==> src/verilog/gst_pkg.sv <==
// constants and types shared by the gated sixteen-bit timer core
package gst_pkg;

  // ---------------------------------------------------------------
  // timing
  // ---------------------------------------------------------------
  localparam int unsigned CORE_CLK_HZ  = 40_000_000;
  localparam int unsigned INSTR_DIV    = 4;
  localparam logic [1:0]  INSTR_LAST   = 2'(INSTR_DIV - 1);

  // ---------------------------------------------------------------
  // register offsets
  // ---------------------------------------------------------------
  localparam int unsigned ADDR_W       = 3;
  localparam logic [2:0]  ADDR_CNT_LO  = 3'h0;
  localparam logic [2:0]  ADDR_CNT_HI  = 3'h1;
  localparam logic [2:0]  ADDR_CTRL    = 3'h2;
  localparam logic [2:0]  ADDR_GCTRL   = 3'h3;
  localparam logic [2:0]  ADDR_STAT    = 3'h4;

  // ---------------------------------------------------------------
  // control register fields
  // ---------------------------------------------------------------
  localparam int unsigned CTRL_RUN     = 0;
  localparam int unsigned CTRL_ASYNC   = 1;
  localparam int unsigned CTRL_DIV_LSB = 2;
  localparam int unsigned CTRL_SRC_LSB = 4;
  localparam logic [7:0]  CTRL_RST     = 8'h00;
  localparam logic [7:0]  CTRL_MASK    = 8'h3F;

  // ---------------------------------------------------------------
  // gate control register fields
  // ---------------------------------------------------------------
  localparam int unsigned GCTRL_EN     = 7;
  localparam int unsigned GCTRL_POL    = 6;
  localparam int unsigned GCTRL_TGL    = 5;
  localparam int unsigned GCTRL_SPM    = 4;
  localparam int unsigned GCTRL_GO     = 3;
  localparam int unsigned GCTRL_GATE_LEVEL_VALUE   = 2;
  localparam logic [7:0]  GCTRL_RST    = 8'h00;
  localparam logic [7:0]  GCTRL_WMASK  = 8'hF8;

  // ---------------------------------------------------------------
  // status register fields
  // ---------------------------------------------------------------
  localparam int unsigned STAT_ROLL    = 0;

  // ---------------------------------------------------------------
  // count source encoding
  // ---------------------------------------------------------------
  typedef enum logic [1:0] {
    GST_SRC_INSTR,
    GST_SRC_FOSC,
    GST_SRC_EXT,
    GST_SRC_NONE
  } gst_src_t;

endpackage

==> src/verilog/gst_edge_if.sv <==
// level and edge events of one synchronised pin
`timescale 1ns/1ps
interface gst_edge_if;
  logic level;
  logic rise;
  logic fall;

  modport src (output level, output rise, output fall);
  modport dst (input level, input rise, input fall);
endinterface // gst_edge_if

==> src/verilog/gst_edge_sync.sv <==
// pin synchroniser with agreement filter and edge detection
`timescale 1ns/1ps
module gst_edge_sync #(
  parameter int unsigned STAGES = 3
) (
  // clock and control
  input  wire logic i_core_clk,
  input  wire logic i_rst,
  input  wire logic i_ce,
  // pin
  input  wire logic i_pin,
  // events
  gst_edge_if.src   o_ev
);

  if (STAGES < 3) begin : g_stage_chk
    $error("gst_edge_sync needs at least three stages");
  end

  // ---------------------------------------------------------------
  // shift chain and filtered level
  // ---------------------------------------------------------------
  logic [STAGES-1:0] sync_q;
  logic              level_q;
  logic              rise_q;
  logic              fall_q;

  always_ff @(posedge i_core_clk) begin
    if (i_rst) begin
      sync_q <= '0;
    end else if (i_ce) begin
      sync_q <= {sync_q[STAGES-2:0], i_pin};
    end
  end

  // change taken once the last two stages agree
  always_ff @(posedge i_core_clk) begin
    if (i_rst) begin
      level_q <= 1'b0;
      rise_q  <= 1'b0;
      fall_q  <= 1'b0;
    end else if (i_ce) begin
      rise_q <= 1'b0;
      fall_q <= 1'b0;
      if (sync_q[STAGES-1] == sync_q[STAGES-2] && sync_q[STAGES-1] != level_q) begin
        level_q <= sync_q[STAGES-1];
        rise_q  <= sync_q[STAGES-1];
        fall_q  <= ~sync_q[STAGES-1];
      end
    end
  end

  assign o_ev.level = level_q;
  assign o_ev.rise  = rise_q & i_ce;
  assign o_ev.fall  = fall_q & i_ce;

endmodule // gst_edge_sync

==> src/verilog/gst_timer_top.sv <==
// gated sixteen-bit timer core with byte-wide register port
//
// The plain strobed port and the placing of the registers were left to the implementer.
`timescale 1ns/1ps
module gst_timer_top #(
  parameter int unsigned CNT_W = 16
) (
  // clock, reset, enable
  input  wire logic                      i_core_clk,
  input  wire logic                      i_rst,
  input  wire logic                      i_ce,
  // register port
  input  wire logic [gst_pkg::ADDR_W-1:0] i_addr,
  input  wire logic [7:0]                i_wdata,
  input  wire logic                      i_wr,
  input  wire logic                      i_rd,
  output logic      [7:0]                o_rdata,
  // pins and system
  input  wire logic                      i_ext_count,
  input  wire logic                      i_gate,
  input  wire logic                      i_sleep,
  // status
  output logic      [CNT_W-1:0]          o_count,
  output logic                           o_rollover_flag,
  output logic                           o_wake
);

  if (CNT_W != 16) begin : g_width_chk
    $error("gst_timer_top supports a sixteen-bit counter only");
  end

  // ---------------------------------------------------------------
  // helpers
  // ---------------------------------------------------------------
  function automatic logic [2:0] div_limit(input logic [1:0] sel);
    div_limit = 3'((4'h1 << sel) - 4'h1);
  endfunction

  function automatic logic is_wr(input logic wr, input logic [2:0] a, input logic [2:0] t);
    is_wr = wr && (a == t);
  endfunction

  // ---------------------------------------------------------------
  // pin front ends
  // ---------------------------------------------------------------
  gst_edge_if ext_ev ();
  gst_edge_if gate_ev ();

  gst_edge_sync #(.STAGES(3)) u_ext_sync (
    .i_core_clk (i_core_clk),
    .i_rst      (i_rst),
    .i_ce       (i_ce),
    .i_pin      (i_ext_count),
    .o_ev       (ext_ev.src)
  );

  gst_edge_sync #(.STAGES(3)) u_gate_sync (
    .i_core_clk (i_core_clk),
    .i_rst      (i_rst),
    .i_ce       (i_ce),
    .i_pin      (i_gate),
    .o_ev       (gate_ev.src)
  );

  // ---------------------------------------------------------------
  // registers
  // ---------------------------------------------------------------
  logic [7:0]       ctrl_q;
  logic [7:0]       gctrl_q;
  logic [CNT_W-1:0] cnt_q;
  logic [2:0]       presc_q;
  logic [1:0]       phase_q;
  logic             armed_q;
  logic             pend_q;
  logic             roll_q;
  logic             wake_q;
  logic [7:0]       rdata_q;

  logic             run;
  logic             async_mode;
  logic [1:0]       div_sel;
  gst_pkg::gst_src_t src;
  logic             gate_en;
  logic             gate_pol;
  logic             gate_val;
  logic             instr_tick;
  logic             cnt_wr;
  logic             src_step;
  logic             awake;
  logic             gate_ok;
  logic             step;
  logic             inc;
  logic             ext_async;

  assign run        = ctrl_q[gst_pkg::CTRL_RUN];
  assign async_mode = ctrl_q[gst_pkg::CTRL_ASYNC];
  assign div_sel    = ctrl_q[gst_pkg::CTRL_DIV_LSB +: 2];
  assign src        = gst_pkg::gst_src_t'(ctrl_q[gst_pkg::CTRL_SRC_LSB +: 2]);
  assign gate_en    = gctrl_q[gst_pkg::GCTRL_EN];
  assign gate_pol   = gctrl_q[gst_pkg::GCTRL_POL];
  assign instr_tick = (phase_q == gst_pkg::INSTR_LAST);
  assign cnt_wr     = is_wr(i_wr, i_addr, gst_pkg::ADDR_CNT_LO)
                    | is_wr(i_wr, i_addr, gst_pkg::ADDR_CNT_HI);
  assign ext_async  = async_mode && (src == gst_pkg::GST_SRC_EXT);

  // ---------------------------------------------------------------
  // instruction cycle phase
  // ---------------------------------------------------------------
  always_ff @(posedge i_core_clk) begin
    if (i_rst) begin
      phase_q <= 2'h0;
    end else if (i_ce) begin
      phase_q <= phase_q + 2'h1;
    end
  end

  // ---------------------------------------------------------------
  // control and gate registers
  // ---------------------------------------------------------------
  always_ff @(posedge i_core_clk) begin
    if (i_rst) begin
      ctrl_q <= gst_pkg::CTRL_RST;
    end else if (i_ce && is_wr(i_wr, i_addr, gst_pkg::ADDR_CTRL)) begin
      ctrl_q <= i_wdata & gst_pkg::CTRL_MASK;
    end
  end

  always_ff @(posedge i_core_clk) begin
    if (i_rst) begin
      gctrl_q <= gst_pkg::GCTRL_RST;
    end else if (i_ce && is_wr(i_wr, i_addr, gst_pkg::ADDR_GCTRL)) begin
      gctrl_q <= i_wdata & gst_pkg::GCTRL_WMASK;
    end
  end

  // ---------------------------------------------------------------
  // edge arming and synchronous alignment
  // ---------------------------------------------------------------
  always_ff @(posedge i_core_clk) begin
    if (i_rst) begin
      armed_q <= 1'b0;
    end else if (i_ce) begin
      if (!run || cnt_wr) begin
        armed_q <= 1'b0;
      end else if (ext_ev.fall) begin
        armed_q <= 1'b1;
      end
    end
  end

  // edge held until the next instruction boundary in synchronous mode
  always_ff @(posedge i_core_clk) begin
    if (i_rst) begin
      pend_q <= 1'b0;
    end else if (i_ce) begin
      if (async_mode || cnt_wr || !run) begin
        pend_q <= 1'b0;
      end else if (ext_ev.rise && armed_q) begin
        pend_q <= 1'b1;
      end else if (instr_tick) begin
        pend_q <= 1'b0;
      end
    end
  end

  // ---------------------------------------------------------------
  // step qualification
  // ---------------------------------------------------------------
  always_comb begin
    unique case (src)
      gst_pkg::GST_SRC_INSTR: src_step = instr_tick;
      gst_pkg::GST_SRC_FOSC:  src_step = 1'b1;
      gst_pkg::GST_SRC_EXT:   src_step = async_mode ? (ext_ev.rise && armed_q)
                                                    : (pend_q && instr_tick);
      default:                src_step = 1'b0;
    endcase
  end

  assign gate_val = (gate_ev.level == gate_pol);
  assign gate_ok  = !gate_en || gate_val;
  assign awake    = !i_sleep || ext_async;
  assign step     = i_ce && run && gate_ok && awake && src_step && !cnt_wr;
  assign inc      = step && (presc_q == div_limit(div_sel));

  // ---------------------------------------------------------------
  // prescaler
  // ---------------------------------------------------------------
  always_ff @(posedge i_core_clk) begin
    if (i_rst) begin
      presc_q <= 3'h0;
    end else if (i_ce) begin
      if (cnt_wr || (is_wr(i_wr, i_addr, gst_pkg::ADDR_CTRL)
                     && i_wdata[gst_pkg::CTRL_DIV_LSB +: 2] != div_sel)) begin
        presc_q <= 3'h0;
      end else if (inc) begin
        presc_q <= 3'h0;
      end else if (step) begin
        presc_q <= presc_q + 3'h1;
      end
    end
  end

  // ---------------------------------------------------------------
  // counter
  // ---------------------------------------------------------------
  always_ff @(posedge i_core_clk) begin
    if (i_rst) begin
      cnt_q <= '0;
    end else if (i_ce) begin
      if (is_wr(i_wr, i_addr, gst_pkg::ADDR_CNT_LO)) begin
        cnt_q[7:0] <= i_wdata;
      end else if (is_wr(i_wr, i_addr, gst_pkg::ADDR_CNT_HI)) begin
        cnt_q[15:8] <= i_wdata;
      end else if (inc) begin
        cnt_q <= cnt_q + 16'h0001;
      end
    end
  end

  // ---------------------------------------------------------------
  // rollover flag and wake
  // ---------------------------------------------------------------
  always_ff @(posedge i_core_clk) begin
    if (i_rst) begin
      roll_q <= 1'b0;
    end else if (i_ce) begin
      if (inc && cnt_q == 16'hFFFF) begin
        roll_q <= 1'b1;
      end else if (is_wr(i_wr, i_addr, gst_pkg::ADDR_STAT)) begin
        roll_q <= i_wdata[gst_pkg::STAT_ROLL];
      end
    end
  end

  always_ff @(posedge i_core_clk) begin
    if (i_rst) begin
      wake_q <= 1'b0;
    end else if (i_ce) begin
      wake_q <= inc && cnt_q == 16'hFFFF && i_sleep && ext_async;
    end
  end

  // ---------------------------------------------------------------
  // read port
  // ---------------------------------------------------------------
  always_ff @(posedge i_core_clk) begin
    if (i_rst) begin
      rdata_q <= 8'h00;
    end else if (i_ce) begin
      rdata_q <= 8'h00;
      if (i_rd) begin
        unique case (i_addr)
          gst_pkg::ADDR_CNT_LO: rdata_q <= cnt_q[7:0];
          gst_pkg::ADDR_CNT_HI: rdata_q <= cnt_q[15:8];
          gst_pkg::ADDR_CTRL:   rdata_q <= ctrl_q;
          gst_pkg::ADDR_GCTRL:  rdata_q <= {gctrl_q[7:3], gate_val, 2'h0};
          gst_pkg::ADDR_STAT:   rdata_q <= {7'h00, roll_q};
          default:              rdata_q <= 8'h00;
        endcase
      end
    end
  end

  assign o_rdata         = rdata_q;
  assign o_count         = cnt_q;
  assign o_rollover_flag = roll_q;
  assign o_wake          = wake_q;
endmodule // gst_timer_top

==> config.mk <==
export PLATFORM = sky130hd
export DESIGN_NAME = gst_timer_top
export DESIGN_NICKNAME = d
export VERILOG_FILES = /design/src/verilog/gst_pkg.sv /design/src/verilog/gst_edge_if.sv /design/src/verilog/gst_edge_sync.sv /design/src/verilog/gst_timer_top.sv
export SDC_FILE = /design/constraint.sdc
export NUM_CORES = 1
export LEC_CHECK = 0
export ABC_CLOCK_PERIOD_IN_PS = 2500
export BUFFER_PORTS_ARGS = -buffer_cell sky130_fd_sc_hd__buf_2
export CAP_MARGIN = 20
export CORE_ASPECT_RATIO = 0.7
export CORE_UTILIZATION = 51
export DETAILED_ROUTE_END_ITERATION = 7
export PLACE_DENSITY = 0.76
export SKIP_CTS_REPAIR_TIMING = 1
export SLEW_MARGIN = 0
export SYNTH_ARGS = -nofsm -noshare
export SYNTH_HDL_FRONTEND = slang
export SYNTH_SLANG_ARGS = --single-unit
==> constraint.sdc <==
create_clock -name i_core_clk -period 2.5 [get_ports i_core_clk]
set_clock_uncertainty 0.15 [all_clocks]
set_input_delay 0.625 -clock i_core_clk [delete_from_list [all_inputs] [get_ports i_core_clk]]
set_output_delay 0.625 -clock i_core_clk [all_outputs]
set_load 0.03 [all_outputs]
==> results of run 1 <==
## sequential cells by signal (all words and copies together), names as in the netlist
| signal | flops |
|---|---|
| u_gate_sync.sync_q | 3 |
| u_ext_sync.o_ev.level | 1 |
| o_count | 16 |
| u_ext_sync.sync_q | 3 |
| u_ext_sync.fall_q | 1 |
| o_rollover_flag | 1 |
| o_rdata | 8 |
| u_gate_sync.o_ev.level | 1 |
| gctrl_q | 5 |
| o_wake | 1 |
| pend_q | 1 |
| presc_q | 3 |
| phase_q | 2 |
| ctrl_q | 6 |
| armed_q | 1 |
| u_ext_sync.rise_q | 1 |
## cells in the mapped netlist (2+ instances only)
cell      count  area share [%]
nand3_1      16             2.9
a22oi_1       9             2.4
a31oi_1       2            0.45
nand4_1       4            0.90
nor2b_1       2            0.45
mux4_2        4             3.2
or3_1         3            0.68
nand2_1      20             2.7
o211ai_1      8             2.2
a21oi_1      33             5.9
nand2b_1      2            0.45
or2_2         2            0.45
xor2_1        2            0.63
nor3_1       11             2.0
nor3b_1       4             1.1
mux2i_1      24             8.6
nand3b_1      3            0.81
inv_1         9             1.2
and4_1        3            0.95
o21ai_0      18             3.2
ha_1          3             1.4
xnor2_1       2            0.63
clkbuf_1     12             1.6
dfxtp_1      54              39
nor2_1       43             5.8
nor4_1        2            0.45
o32ai_1       5             1.6
a21o_1        2            0.54
a211oi_1      2            0.54
buf_1         3            0.41
buf_2         2            0.36
## layout by cell type (no fill, tap or decap), types with 5 or more instances in the layout
cell type	netlist	routed
nor3_1	11	11
mux2i_1	24	24
o21ai_0	18	18
o32ai_1	5	5
buf_4	0	24
o211ai_1	8	8
buf_2	2	44
inv_1	9	9
dfxtp_1	54	54
a22oi_1	9	9
nor2_1	43	43
nand2_1	20	20
a21oi_1	33	33
nand3_1	16	16
clkbuf_8	0	5
## critical path: cells and delay by family
family / cells / cell delay [ps]
buf+inv: 2 / 270
compound gates: 4 / 790
simple gates: 2 / 730
## worst paths after layout
kind / from / to / slack, ps / cells after the start
worst max-delay path: i_addr[1] / o_count[8]$_SDFFE_PP0P_ / 110 / 8
worst min-delay path: u_gate_sync.sync_q[2]$_SDFFE_PP0P_ / u_gate_sync.o_ev.level$_SDFFE_PP0P_ / 310 / 2
worst max register to register: phase_q[0]$_SDFFE_PP0P_ / o_wake$_SDFFE_PP0P_ / 140 / 7
worst min register to register: u_gate_sync.sync_q[2]$_SDFFE_PP0P_ / u_gate_sync.o_ev.level$_SDFFE_PP0P_ / 310 / 2
## layout make-up
class | instances | area, sq um
Multi-Input combinational cell | 248 | 1610
Fill cell | 478 | 1910
Sequential cell | 54 | 1080
Inverter | 9 | 33.8
Timing Repair Buffer | 68 | 400
Tap cell | 72 | 90.1
Clock buffer | 5 | 68.8
Clock inverter | 3 | 40.0
## report_power, final
group	switching [mW]	internal, mW	leakage, nW
Clock	0.280	0.295	0.0579
Sequential	0.00890	0.870	0.436
Combinational	0.0941	0.0553	0.880
## logic make-up after synthesis
| group | after synthesis | synth area share [%] |
|---|---|---|
| adders and majority gates | 3 | 1.35 |
| xor gates and xnor gates | 4 | 1.26 |
| DFF | 54 | 38.9 |
| buffers and inverters | 26 | 3.60 |
| and+or+nand+nor | 123 | 22.2 |
| muxes | 28 | 11.9 |
| AOI/OAI and AO/OA | 90 | 20.8 |
## metal layers
metal | global-route usage (%) | wire length (microns) | vias to the layer above | part of all wire, %
met5 | 0 | 0 | - | 0
met4 | 9.27 | 127 | 0 | 1.6
met3 | 7.38 | 865 | 12 | 11
met2 | 43.1 | 3390 | 144 | 43
met1 | 39.7 | 3560 | 1324 | 45
li1 | - | - | 1324 | -
## stage by stage
stage	std cells	setup WS, ps	utilization, %	power [mW]	hold WS (ps)
3_3_place_gp	451	-8.83	61.4	1.04	296
5_1_grt	459	21.7	63.6	1.67	321
2_1_floorplan	328	20.8	-	0.980	282
3_5_place_dp	451	-110	61.4	1.04	302
4_1_cts	459	89.2	63.5	1.61	315
6_report	459	113	63.6	1.60	312
==> run metrics, run 1 <==
Async SR Flop Fraction=0%; initial antenna violation count=0; result of the run=complete, no violations; GRT overflow=0; maximum net fanout on the critical path=7; Synth cell types=50; finished layout cell area=3320 sq um; fmax=419 MHz; Final Hold Viols=0; drt first pass iters=5; largest net degree at the start of global routing=25; critical path data arrival time=2420 ps; Seq/Total Area, Yosys=38.9%; clock-pin slew on the worst setup and hold paths=90 ps; cts bufs inserted=5; Final setup viols=0; vias per cell=6.11; CP Data Required Time=2530 ps; CP Launch Type=primary input; CTS tree=yes; Area after DPL=3210 sq um; Die ar.=5750 sq um; routed wire length=7950 microns; kind of critical path=primary input to register; slowest CP cell=or3b_1; Starting Density=53.1%; Slew Viols, Final=0; residual DRC count=0; maxcap violations=0; row count=22; Cell Chain, Critical Path=buf_2 > or3b_1 > buf_4 > o21ai_0 > a21oi_1 > a21oi_4 > nand2b_1 > o32ai_1; worst vdd ir=0.351 mV; number of flops mapped to enable cells by yosys=0; max incr delay on CP=390 ps; Avg WL per Cell=17.3 microns; LEAKAGE=1.37 nW; vias in the first global route=2566; Slew HR=67.9%; routed via count=2804; Worst Max-Slew Pin Slew=481 ps; Post-Syn Nets=350; fraction of layout cells with a size suffix above 1=23.3%; 1st-iter DRT viols=227; Post-Syn Area=2780 sq um; setup TNS=0 ps; first-pass GRT wire length=12700 microns; minimum clock period=2390 ps; number of port buffers=44; Tot GR Track Use=28.5%; unrepaired setup endpoints after global routing=no; # diodes=0; CTS Buffer Depth=2; Worst setup EP type=register; Synth Register Bits=54; Final Net Count=408; IO Count=45; pwr dens=482 nW/um^2; clock root buffer=clkbuf_8; clk sinks=54; post-synthesis cell count=328; fin crit share=95.5%; CORE AREA=5230 sq um; Top FF cell, synth=dfxtp_1; Die Ht=63.8 microns; gpl congestion=0.954; Synth Warn #=0; Clock Latency Late Sink=310 ps; Detail Placement HPWL=6000 microns; htree depth=2; HP Class=register to register; Area Growth Syn to Fin=19.6%; Mean Syn Cell Area=8.47 sq um; post-route ant nets=0; chip width=90.2 microns
(Power assumes the default switching activity.)
==> run 2, diff against run 1 <==
- RECOVER_POWER: not set -> 100
==> run 2 against run 1 <==
  * Combinational power decreased by 3%
  * Final cell count did not move
  * Hold slack is essentially flat
  * Critical path depth is 1 lower
  * Maximum frequency grew 1.3%
  * Setup slack improved by 30 ps
  * Total power fell by 0.29%
  * Die area did not move
  * Largest power group unchanged
==> run metrics, run 2 (synthesis gave the netlist of run 1 again) <==
result of the run=complete, no violations; Slew Viols, Final=0 (unchanged); first-pass GRT wire length=12700 microns (unchanged); most common cell after layout, fill and taps aside=dfxtp_1; cts bufs inserted=5 (unchanged); Psw=382 uW (-0.16%); maxcap violations=0 (unchanged); post-layout util=62.4% (-1.2 points); IO Count=45 (unchanged); clock root buffer=clkbuf_8; CORE AREA=5230 sq um (unchanged); routed wire length=7930 microns (-0.24%); Logic pwr share=9.1% (-0.2 points); post-route ant nets=0 (unchanged); cell internal pwr=1.22 mW (-0.33%); Starting Density=53.1% (unchanged); Clock Latency Late Sink=310 ps (about the same); Area after DPL=3210 sq um (unchanged); 1st-iter DRT viols=218 (-4.0%); worst vdd ir=0.355 mV (+1.0%); routed via count=2811 (+0.25%); GRT overflow=0 (unchanged); LEAKAGE=1.23 nW (-11%); # diodes=0 (unchanged); Avg WL per Cell=17.3 microns (-0.24%); CP Data Required Time=2560 ps (+30 ps); Hold Slack=312 ps (-0.188 ps); row count=22 (unchanged); Placed Cells=451 (unchanged); maximum net fanout on the critical path=4 (-3); CTS Buffer Depth=2 (unchanged); Finished Layout Cells=459 (unchanged); Fill cells=504 (+5.4%); HP Class=register to register; Final Net Count=408 (unchanged); Worst setup EP type=register; Setup WS pre-CTS=-110 ps (unchanged); residual DRC count=0 (unchanged); chip width=90.2 microns (unchanged); fraction of layout cells with a size suffix above 1=14.2% (-9.0 points); switching part of the total=23.9% (+0.031 points); post-route setup slack=144 ps (+30.2 ps); Area Growth Syn to Fin=17.4%; number of port buffers=44 (unchanged); critical path data arrival time=2420 ps (about the same); Tot GR Track Use=28.5% (unchanged); Die ar.=5750 sq um (unchanged); fin crit share=94.3% (-1.2 points); Final setup viols=0 (unchanged); Die Ht=63.8 microns (unchanged); kind of critical path=register to register; clock network fraction of total power=35.9% (about the same); htree depth=2 (unchanged); Flop pwr share=55.0% (+0.2 points); minimum clock period=2360 ps (-30.2 ps); unrepaired setup endpoints after global routing=no; pwr dens=490 nW/um^2 (+1.6%); clock-pin slew on the worst setup and hold paths=90 ps (about the same); initial antenna violation count=0 (unchanged); vias per cell=6.12 (+0.25%); Worst Max-Slew Pin Slew=568 ps (+86.9 ps); fmax=424 MHz (+1.3%); CP Launch Type=register; number of flip-flops in the largest register=16 (unchanged); clk sinks=54 (unchanged); gpl congestion=0.954 (unchanged); vias in the first global route=2566 (unchanged); drt first pass iters=5 (unchanged); finished layout cell area=3260 sq um (-1.8%); Detail Placement HPWL=6000 microns (unchanged); Final Hold Viols=0 (unchanged); Slew HR=62.2% (-5.7 points); largest net degree at the start of global routing=25 (unchanged); most frequent cells in the layout=54 x dfxtp_1, 43 x nor2_1, 35 x clkbuf_1; CTS tree=yes
run 2: final cells by class:
type                    instances  area [sq um]  area share, %
flip-flops and latches         54          1080           33.1
inverters                       9          33.8           1.04
clock buffers                   5          68.8           2.11
well taps                      72          90.1           2.76
clock inverters                 3          40.0           1.23
repair buffers                 68           339           10.4
multi-input cells             248          1610           49.3
run 2: worst max-delay path, stage by stage, from the launching register on:
cell	delay, ps
dfxtp_1	360
ha_1	210
a21oi_1	90
a2111oi_2	340
o2111a_2	290
nand2_4	60
or4_4	520
o41ai_2	230
run 2: stage by stage:
step / power, mW / setup TNS (ps)
CTS: 1.61 / 0
finish: 1.60 / 0
detailed placement: 1.04 / -839
global route: 1.66 / 0
global placement: 1.04 / -8.83
floorplan: 0.980 / 0
run 2: final timing paths:
path | cells past startpoint | end | startpoint | slack (ps)
max | 7 | o_wake$_SDFFE_PP0P_ | phase_q[0]$_SDFFE_PP0P_ | 140
max reg2reg | 7 | o_wake$_SDFFE_PP0P_ | phase_q[0]$_SDFFE_PP0P_ | 140
min reg2reg | 2 | u_gate_sync.o_ev.level$_SDFFE_PP0P_ | u_gate_sync.sync_q[2]$_SDFFE_PP0P_ | 310
min | 2 | u_gate_sync.o_ev.level$_SDFFE_PP0P_ | u_gate_sync.sync_q[2]$_SDFFE_PP0P_ | 310
run 2: power by group through the flow:
| stage | clock, mW | combinational, mW | sequential (mW) |
|---|---|---|---|
| floorplan | 0 | 0.0809 | 0.899 |
| global placement | 0 | 0.142 | 0.898 |
| detailed placement | 0 | 0.145 | 0.899 |
| CTS | 0.587 | 0.145 | 0.879 |
| global route | 0.628 | 0.154 | 0.881 |
| finish | 0.574 | 0.145 | 0.879 |
run 2: routing by layer:
layer | share of wire (%) | global-route usage [%] | up-vias
met3 | 11 | 7.38 | 11
met4 | 1.5 | 9.27 | 0
met5 | 0 | 0 | -
li1 | - | - | 1327
met2 | 43 | 43.1 | 138
met1 | 45 | 39.7 | 1335
